--- config.mk ---
export PLATFORM = sky130hd
export DESIGN_NAME = ssw_supervisor_end_flat
export DESIGN_NICKNAME = d
export VERILOG_FILES = /design/src/pkg/ssw_pkg.sv /design/src/pkg/ssw_link_if.sv /design/src/ssw_supervisor_end.sv /design/src/flat_wrapper.sv
export SDC_FILE = /design/constraint.sdc
export NUM_CORES = 1
export LEC_CHECK = 0
export ABC_AREA = 1
export BUFFER_PORTS_ARGS = -buffer_cell sky130_fd_sc_hd__clkbuf_2
export CAP_MARGIN = 15
export CORE_ASPECT_RATIO = 0.5
export CORE_MARGIN = 5
export CORE_UTILIZATION = 35
export CTS_BUF_LIST = sky130_fd_sc_hd__clkbuf_8
export CTS_CLUSTER_SIZE = 14
export DETAILED_ROUTE_END_ITERATION = 16
export GPL_TIMING_DRIVEN = 0
export PLACE_DENSITY = 0.6
export SETUP_SLACK_MARGIN = 0.3
export SLEW_MARGIN = 20
export SYNTH_ARGS = -nofsm -noshare
export SYNTH_HDL_FRONTEND = slang
export SYNTH_SLANG_ARGS = --single-unit
export TNS_END_PERCENT = 50
--- constraint.sdc ---
create_clock -name clk_sys -period 2.54 [get_ports clk_sys]
set_clock_uncertainty 0.2 [all_clocks]
set_input_delay 0.381 -clock clk_sys [delete_from_list [all_inputs] [get_ports clk_sys]]
set_output_delay 0.381 -clock clk_sys [all_outputs]
set_load 0.03 [all_outputs]
--- src/pkg/ssw_pkg.sv ---
// How it works
// - mismatch makes device raise error_out_lines
// - supervisor watches error_out_lines as failure
// - device sends trigger on each software kick, except a kick given while a message is in flight
// - any failure drives device reset low
// - fail-safe output cuts external power switch
// - missed trigger within timeout forces safe state
// - safe state removes power and physical driver
// - trigger is transition or message, selected by trig_mode
// - trigger channel toggle line or serial link
// - once failed, stay safe until supervisor reset
// - both lines connected must agree, else failure
// - error lines synchronised and filtered, not gated
`default_nettype none
package ssw_pkg;
    localparam int unsigned CLK_NS        = 50;
    localparam int unsigned TIMEOUT_US    = 10000;
    localparam int unsigned TIMEOUT_CYC   = (TIMEOUT_US * 1000) / CLK_NS;
    localparam int unsigned RESET_US      = 100;
    localparam int unsigned RESET_CYC     = (RESET_US * 1000 + CLK_NS - 1) / CLK_NS;
    localparam int unsigned WD_CNT_W      = 18;
    localparam int unsigned RST_CNT_W     = 12;
    localparam logic [2:0]  MISMATCH_CYC  = 3'h4;
    localparam logic [1:0]  SCLK_HALF_CYC = 2'h2;
    localparam int unsigned MSG_BITS      = 8;
    localparam logic [7:0]  TRIG_KEY      = 8'h5a;
    localparam logic [2:0]  LAST_BIT      = 3'h7;

    typedef enum logic {
        TRIG_TOGGLE = 1'b0,
        TRIG_MSG    = 1'b1
    } ssw_trig_mode_e;

    typedef enum logic [2:0] {
        CAUSE_NONE    = 3'h0,
        CAUSE_ERR     = 3'h1,
        CAUSE_TIMEOUT = 3'h2,
        CAUSE_PATH    = 3'h3,
        CAUSE_BAD_MSG = 3'h4
    } ssw_cause_e;

    typedef enum logic [1:0] {
        ST_RUN   = 2'h0,
        ST_RESET = 2'h1,
        ST_SAFE  = 2'h2
    } ssw_sup_state_e;

    typedef enum logic {
        TX_IDLE  = 1'b0,
        TX_SHIFT = 1'b1
    } ssw_tx_state_e;
endpackage
`default_nettype wire

--- src/pkg/ssw_link_if.sv ---
`timescale 1ns/1ps
`default_nettype none
interface ssw_link_if;
    logic [1:0] err_out;   // error_out_lines, high = fault
    logic       trig_line; // toggled trigger line
    logic       sclk;      // serial trigger clock
    logic       mosi;      // serial trigger data
    logic       cs_n;      // serial frame select, low active
    logic       reset_n;   // reset to device, low active
    logic       power_en;  // fail-safe power switch enable
    logic       phy_en;    // physical layer driver enable

    modport dev (
        output err_out,
        output trig_line,
        output sclk,
        output mosi,
        output cs_n,
        input  reset_n
    );
    modport sup (
        input  err_out,
        input  trig_line,
        input  sclk,
        input  mosi,
        input  cs_n,
        output reset_n,
        output power_en,
        output phy_en
    );
endinterface
`default_nettype wire

--- src/ssw_supervisor_end.sv ---
`timescale 1ns/1ps
`default_nettype none
module ssw_supervisor_end
    import ssw_pkg::*;
#(
    parameter int unsigned TIMEOUT_CYCLES = TIMEOUT_CYC
)
(
    input  wire logic  clk_sys,    // supervisor own clock
    input  wire logic  rst,        // sync reset, high
    input  wire logic  trig_mode,  // 0 toggle, 1 message
    input  wire logic  both_conn,  // both error lines wired
    output logic       safe_state, // safe state latched
    output logic [2:0] cause,      // first failure cause
    ssw_link_if.sup    link        // link to device
);
    logic [1:0]           err_s1_ff;
    logic [1:0]           err_s2_ff;
    logic [1:0]           err_s3_ff;
    logic [1:0]           err_f_ff;
    logic [2:0]           mis_cnt_ff;
    logic                 trig_q_ff;
    logic                 trig_q2_ff;
    logic                 sclk_q_ff;
    logic                 sclk_q2_ff;
    logic                 mosi_q_ff;
    logic                 cs_q_ff;
    logic                 cs_q2_ff;
    logic [7:0]           rx_ff;
    logic [3:0]           rx_cnt_ff;
    logic [WD_CNT_W-1:0]  wd_cnt_ff;
    logic [RST_CNT_W-1:0] rst_cnt_ff;
    ssw_sup_state_e       st_ff;
    logic                 reset_n_ff;
    logic                 power_ff;
    logic                 phy_ff;
    logic                 safe_ff;
    ssw_cause_e           cause_ff;

    // error lines: two-stage synchroniser, then two-sample agreement filter
    always_ff @(posedge clk_sys) begin
        if (rst) begin
            err_s1_ff <= 2'h0;
            err_s2_ff <= 2'h0;
            err_s3_ff <= 2'h0;
            err_f_ff  <= 2'h0;
        end else begin
            err_s1_ff <= link.err_out;
            err_s2_ff <= err_s1_ff;
            err_s3_ff <= err_s2_ff;
            err_f_ff  <= (err_s2_ff & err_s3_ff) | (err_f_ff & (err_s2_ff | err_s3_ff));
        end
    end

    wire err_seen  = both_conn ? |err_f_ff : err_f_ff[0];
    wire err_diff  = both_conn & (err_f_ff[0] ^ err_f_ff[1]);
    wire path_fail = (mis_cnt_ff == MISMATCH_CYC);

    always_ff @(posedge clk_sys) begin
        if (rst || !err_diff) begin
            mis_cnt_ff <= 3'h0;
        end else if (!path_fail) begin
            mis_cnt_ff <= mis_cnt_ff + 3'h1;
        end
    end

    // trigger inputs sampled on the supervisor clock
    always_ff @(posedge clk_sys) begin
        if (rst) begin
            trig_q_ff  <= 1'b0;
            trig_q2_ff <= 1'b0;
            sclk_q_ff  <= 1'b0;
            sclk_q2_ff <= 1'b0;
            mosi_q_ff  <= 1'b0;
            cs_q_ff    <= 1'b1;
            cs_q2_ff   <= 1'b1;
        end else begin
            trig_q_ff  <= link.trig_line;
            trig_q2_ff <= trig_q_ff;
            sclk_q_ff  <= link.sclk;
            sclk_q2_ff <= sclk_q_ff;
            mosi_q_ff  <= link.mosi;
            cs_q_ff    <= link.cs_n;
            cs_q2_ff   <= cs_q_ff;
        end
    end

    wire msg_mode  = (trig_mode == TRIG_MSG);
    wire sclk_rise = sclk_q_ff & ~sclk_q2_ff & ~cs_q_ff;
    wire frame_end = cs_q_ff & ~cs_q2_ff;
    wire frame_ok  = (rx_cnt_ff == 4'(MSG_BITS)) & (rx_ff == TRIG_KEY);
    wire tog_trig  = ~msg_mode & (trig_q_ff ^ trig_q2_ff);
    wire msg_trig  = msg_mode & frame_end & frame_ok;
    wire bad_msg   = msg_mode & frame_end & ~frame_ok;
    wire trig_ok   = tog_trig | msg_trig;

    always_ff @(posedge clk_sys) begin
        if (rst || frame_end) begin
            rx_ff     <= 8'h00;
            rx_cnt_ff <= 4'h0;
        end else if (sclk_rise) begin
            rx_ff     <= {rx_ff[6:0], mosi_q_ff};
            rx_cnt_ff <= (rx_cnt_ff == 4'hf) ? rx_cnt_ff : rx_cnt_ff + 4'h1;
        end
    end

    wire running  = (st_ff == ST_RUN);
    wire timeout  = (wd_cnt_ff == WD_CNT_W'(TIMEOUT_CYCLES - 1));
    wire rst_done = (rst_cnt_ff == RST_CNT_W'(RESET_CYC - 1));

    // timeout runs on the supervisor clock only
    always_ff @(posedge clk_sys) begin
        if (rst || !running || trig_ok) begin
            wd_cnt_ff <= '0;
        end else if (!timeout) begin
            wd_cnt_ff <= wd_cnt_ff + 1'b1;
        end
    end

    wire        fail = running & (err_seen | path_fail | timeout | bad_msg);
    ssw_cause_e nxt_cause;
    assign nxt_cause = err_seen  ? CAUSE_ERR :
                       path_fail ? CAUSE_PATH :
                       bad_msg   ? CAUSE_BAD_MSG :
                       timeout   ? CAUSE_TIMEOUT : CAUSE_NONE;

    always_ff @(posedge clk_sys) begin
        if (rst) begin
            st_ff      <= ST_RUN;
            reset_n_ff <= 1'b0;
            power_ff   <= 1'b0;
            phy_ff     <= 1'b0;
            safe_ff    <= 1'b0;
            cause_ff   <= CAUSE_NONE;
            rst_cnt_ff <= '0;
        end else begin
            unique case (st_ff)
                ST_RUN: begin
                    reset_n_ff <= 1'b1;
                    power_ff   <= 1'b1;
                    phy_ff     <= 1'b1;
                    if (fail) begin
                        st_ff      <= ST_RESET;
                        reset_n_ff <= 1'b0;
                        power_ff   <= 1'b0;
                        phy_ff     <= 1'b0;
                        safe_ff    <= 1'b1;
                        cause_ff   <= nxt_cause;
                        rst_cnt_ff <= '0;
                    end
                end
                ST_RESET: begin
                    rst_cnt_ff <= rst_cnt_ff + 1'b1;
                    if (rst_done) begin
                        st_ff      <= ST_SAFE;
                        reset_n_ff <= 1'b1;
                    end
                end
                ST_SAFE: begin
                    st_ff <= ST_SAFE;
                end
                default: begin
                    st_ff <= ST_SAFE;
                end
            endcase
        end
    end

    assign link.reset_n  = reset_n_ff;
    assign link.power_en = power_ff;
    assign link.phy_en   = phy_ff;
    assign safe_state    = safe_ff;
    assign cause         = cause_ff;
endmodule
`default_nettype wire

--- src/flat_wrapper.sv ---
// flat-port wrapper written by rule: the top's interface ports become plain ports
module ssw_supervisor_end_flat import ssw_pkg::*;
#(
    parameter int unsigned TIMEOUT_CYCLES = TIMEOUT_CYC
)
  (clk_sys, rst, trig_mode, both_conn, safe_state, cause, link_err_out, link_trig_line, link_sclk, link_mosi, link_cs_n, link_reset_n, link_power_en, link_phy_en);
  ssw_link_if link_i ();
  input  wire logic clk_sys;
  input  wire logic rst;
  input  wire logic trig_mode;
  input  wire logic both_conn;
  output logic safe_state;
  output logic [2:0] cause;
  input wire logic [$bits(link_i.err_out)-1:0] link_err_out;
  input wire logic [$bits(link_i.trig_line)-1:0] link_trig_line;
  input wire logic [$bits(link_i.sclk)-1:0] link_sclk;
  input wire logic [$bits(link_i.mosi)-1:0] link_mosi;
  input wire logic [$bits(link_i.cs_n)-1:0] link_cs_n;
  output wire logic [$bits(link_i.reset_n)-1:0] link_reset_n;
  output wire logic [$bits(link_i.power_en)-1:0] link_power_en;
  output wire logic [$bits(link_i.phy_en)-1:0] link_phy_en;
  assign link_i.err_out = link_err_out;
  assign link_i.trig_line = link_trig_line;
  assign link_i.sclk = link_sclk;
  assign link_i.mosi = link_mosi;
  assign link_i.cs_n = link_cs_n;
  assign link_reset_n = link_i.reset_n;
  assign link_power_en = link_i.power_en;
  assign link_phy_en = link_i.phy_en;
  ssw_supervisor_end #(.TIMEOUT_CYCLES(TIMEOUT_CYCLES)) u_core (.clk_sys(clk_sys), .rst(rst), .trig_mode(trig_mode), .both_conn(both_conn), .safe_state(safe_state), .cause(cause), .link(link_i));
endmodule
==> results.tsv <==
metric	value	unit
arrival	2.01	ns
cp-start-kind	flip-flop	
period_share	0.777	
crit_family	simple AND/OR/NAND/NOR gates	
leakage	1.45	nW
critPathMaxFanout	10	
max_slew_margin	0.629	
synth_area_per_cell	7.38	sq um
vdd_drop_max	0.282	mV
clock_sinks	68	
fillers	915	
endpoint_kind	flip-flop	
use_met2	0.179	
wl_per_cell	10.6	um
fin_total_pwr	2.20	mW
synth_edf_count	0	
cts_htree_levels	3	
gp_congestion	0.808	
die_area	0.0110	sq mm
dr.pass1.iters	4	
clk-insertion-delay-late	0.35	ns
grt_util_all_layers	0.122	
power_frac_clock	0.408	
antenna_left	0	
ioPinCount	17	
core-area	0.00868	sq mm
port_buffers	15	
die_h	76.5	um
fmax	507	MHz
crit_chain	ha_1 -> nand3_2 -> nor2_2 -> nand3_2 -> nand3_2 -> nand2_4 -> inv_6 -> nor2_4 -> inv_4 -> nor2_2	
p_int	1.64	mW
yosysMostFrequentCell	dfxtp_1	
grt_antenna_before_repair	0	
final.setup.worst_slack	0.567	ns
area_growth	15.0	%
nets	467	
cts_max_path_buffers	2	
yosys_register_bits	68	
status	finished, final reports clean	
setup_tns	0	ns
die_w	143	um
ys_types	37	
drt_iter0_markers	183	
place_ws	0.485	ns
required	2.58	ns
place_area	0.00332	sq mm
comb_power_share	0.082	
use_met1	0.162	
dr_total_vias	2669	
crit_path_frequent_cell	nand3_2	
crit_type	flip-flop to flip-flop	
pwr_density_cell	618	mW/mm^2
cts_made_buffers	9	
rsz0062_at_grt	false	
dpl.hpwl	4410	um
start_util	0.357	
finalHoldViolCount	0	
setup_viol_count_final	0	
hold_class	input pin to flip-flop	
clk_pin_slew_worst_paths	0.07	ns
synth.net_count	437	
yosysTopAreaCell	dfxtp_1	
drv_slew	0	
cts_setup_buffers	0	
num_rows	24	
grt_overflow	0	
max_cap_violations	0	
swShare	0.257	
routed_wirelength	6040	um
grt_pass1_vias	2370	
critPathMaxStageDelay	0.39	ns
critPathBufInv	2	
slowest_stage	dfxtp_1	
synth_flop_cell	dfxtp_1	
fin_crit	1.97	ns
synthArstFlopShare	0	
synth_top_area_share	0.439	
ys_seq_area_frac	0.439	
netlist_area	0.00310	sq mm
design_area	0.00356	sq mm
clockRootBuffer	clkbuf_8	
ys_warn_count	0	
tightest_slew	0.555	ns
drc	0	
yosys-top-cells-count	68 x dfxtp_1, 60 x inv_1, 57 x nand2_1, 56 x nor2_1, 36 x a21oi_1	
p_sw	0.566	mW
grt_pass1_wl	10800	um
use_met3	0.0433	
vias_per_cell	4.67	
syn_inst	420	
drive_above_1_share	0.138	
diodes	0	
grt_max_degree	13	
yosys-top-cells-area	dfxtp_1 44%, inv_1 7.3%, nand2_1 6.9%	
seq_power_share	0.509	
cts_tree	yes	
grt-busiest-layer	met2	
==> logic make-up after synthesis <==
family	synth area share
AOI/OAI and AO/OA	0.124
and+or+nand+nor	0.295
adders and majority gates	0.0283
xor gates and xnor gates	0.0198
DFF	0.439
buffers and inverters	0.0945
==> layout by cell type (no fill, tap or decap), types with 2 or more instances in the layout <==
master / instances
nor3_1: 11
clkinv_2: 2
nor2_2: 9
nor2_4: 2
inv_1: 60
nand4_1: 8
dfxtp_1: 67
clkbuf_8: 11
nand3_2: 4
clkbuf_2: 15
dlygate4sd3_1: 4
nand3_1: 31
o21ai_0: 32
nor2_1: 56
clkinvlp_4: 2
nand2_2: 4
clkbuf_1: 4
xnor2_1: 2
ha_1: 7
buf_1: 2
a21oi_1: 36
nand2_1: 57
a31oi_1: 2
or2_2: 2
nor4_1: 2
xor2_1: 5
==> final cells by class <==
type                    count  area [sq um]  area share
inverters                  63           244      0.0685
repair buffers             19           115      0.0323
clock inverters             6          63.8      0.0179
well taps                 117           146      0.0411
clock buffers              10           138      0.0386
plain buffers               9          48.8      0.0137
multi-input cells         280          1450       0.406
flip-flops and latches     68          1360       0.382
==> what timing repair did <==
item,4_1_cts,5_1_grt
hold buffers,4,0
gates resized for setup,0,1
endpoints found under the hold margin,4,0
setup endpoints to repair,0,1
==> worst reg2reg max path, stage by stage, from the launching register on <==
cell and delay, ns:
dfxtp_1 0.39, ha_1 0.23, nand3_2 0.16, nor2_2 0.13, nand3_2 0.19, nand3_2 0.15, nand2_4 0.12, inv_6 0.13
nor2_4 0.04, inv_4 0.10, nor2_2 0.04
==> routing by layer <==
metal	routed length, um	part of all wire	up-vias
met5	0	0	-
met4	122	0.020	0
met3	244	0.040	11
met2	2630	0.44	40
met1	3040	0.50	1198
li1	-	-	1420
==> flip-flops by register name (all words and copies together), names as in the netlist, 2 cells and up <==
name and count:
u_core.wd_cnt_ff 18, u_core.rst_cnt_ff 12, u_core.rx_ff 8, u_core.rx_cnt_ff 4
u_core.cause 3, u_core.mis_cnt_ff 3, u_core.err_f_ff 2, u_core.err_s1_ff 2
u_core.err_s2_ff 2, u_core.err_s3_ff 2, u_core.st_ff 2
==> metrics by stage <==
stage | utilization | cells | hold slack (ns)
floorplan | - | 420 | 0.188
global placement | 0.383 | 552 | 0.195
finish | 0.411 | 572 | 0.0201
detailed placement | 0.383 | 552 | 0.197
CTS | 0.410 | 572 | 0.00272
global route | 0.411 | 572 | 0.0107
==> final timing paths <==
check	start	endpoint	slack, ns	cells after the start
max	u_core.wd_cnt_ff[1]	u_core.rst_cnt_ff[7]	0.57	10
min	link_trig_line	u_core.trig_q_ff	0.02	3
max reg2reg	u_core.wd_cnt_ff[1]	u_core.rst_cnt_ff[7]	0.57	10
min reg2reg	u_core.err_s1_ff[1]	u_core.err_s2_ff[1]	0.20	2
==> power by group through the flow <==
stage,sequential [mW],combinational (mW),clock (mW)
6_report,1.12,0.181,0.899
5_1_grt,1.13,0.207,0.977
4_1_cts,1.12,0.183,0.931
3_5_place_dp,1.15,0.178,0
3_3_place_gp,1.14,0.177,0
2_1_floorplan,1.16,0.115,0
No activity file was read; power rests on OpenSTA's default activity.
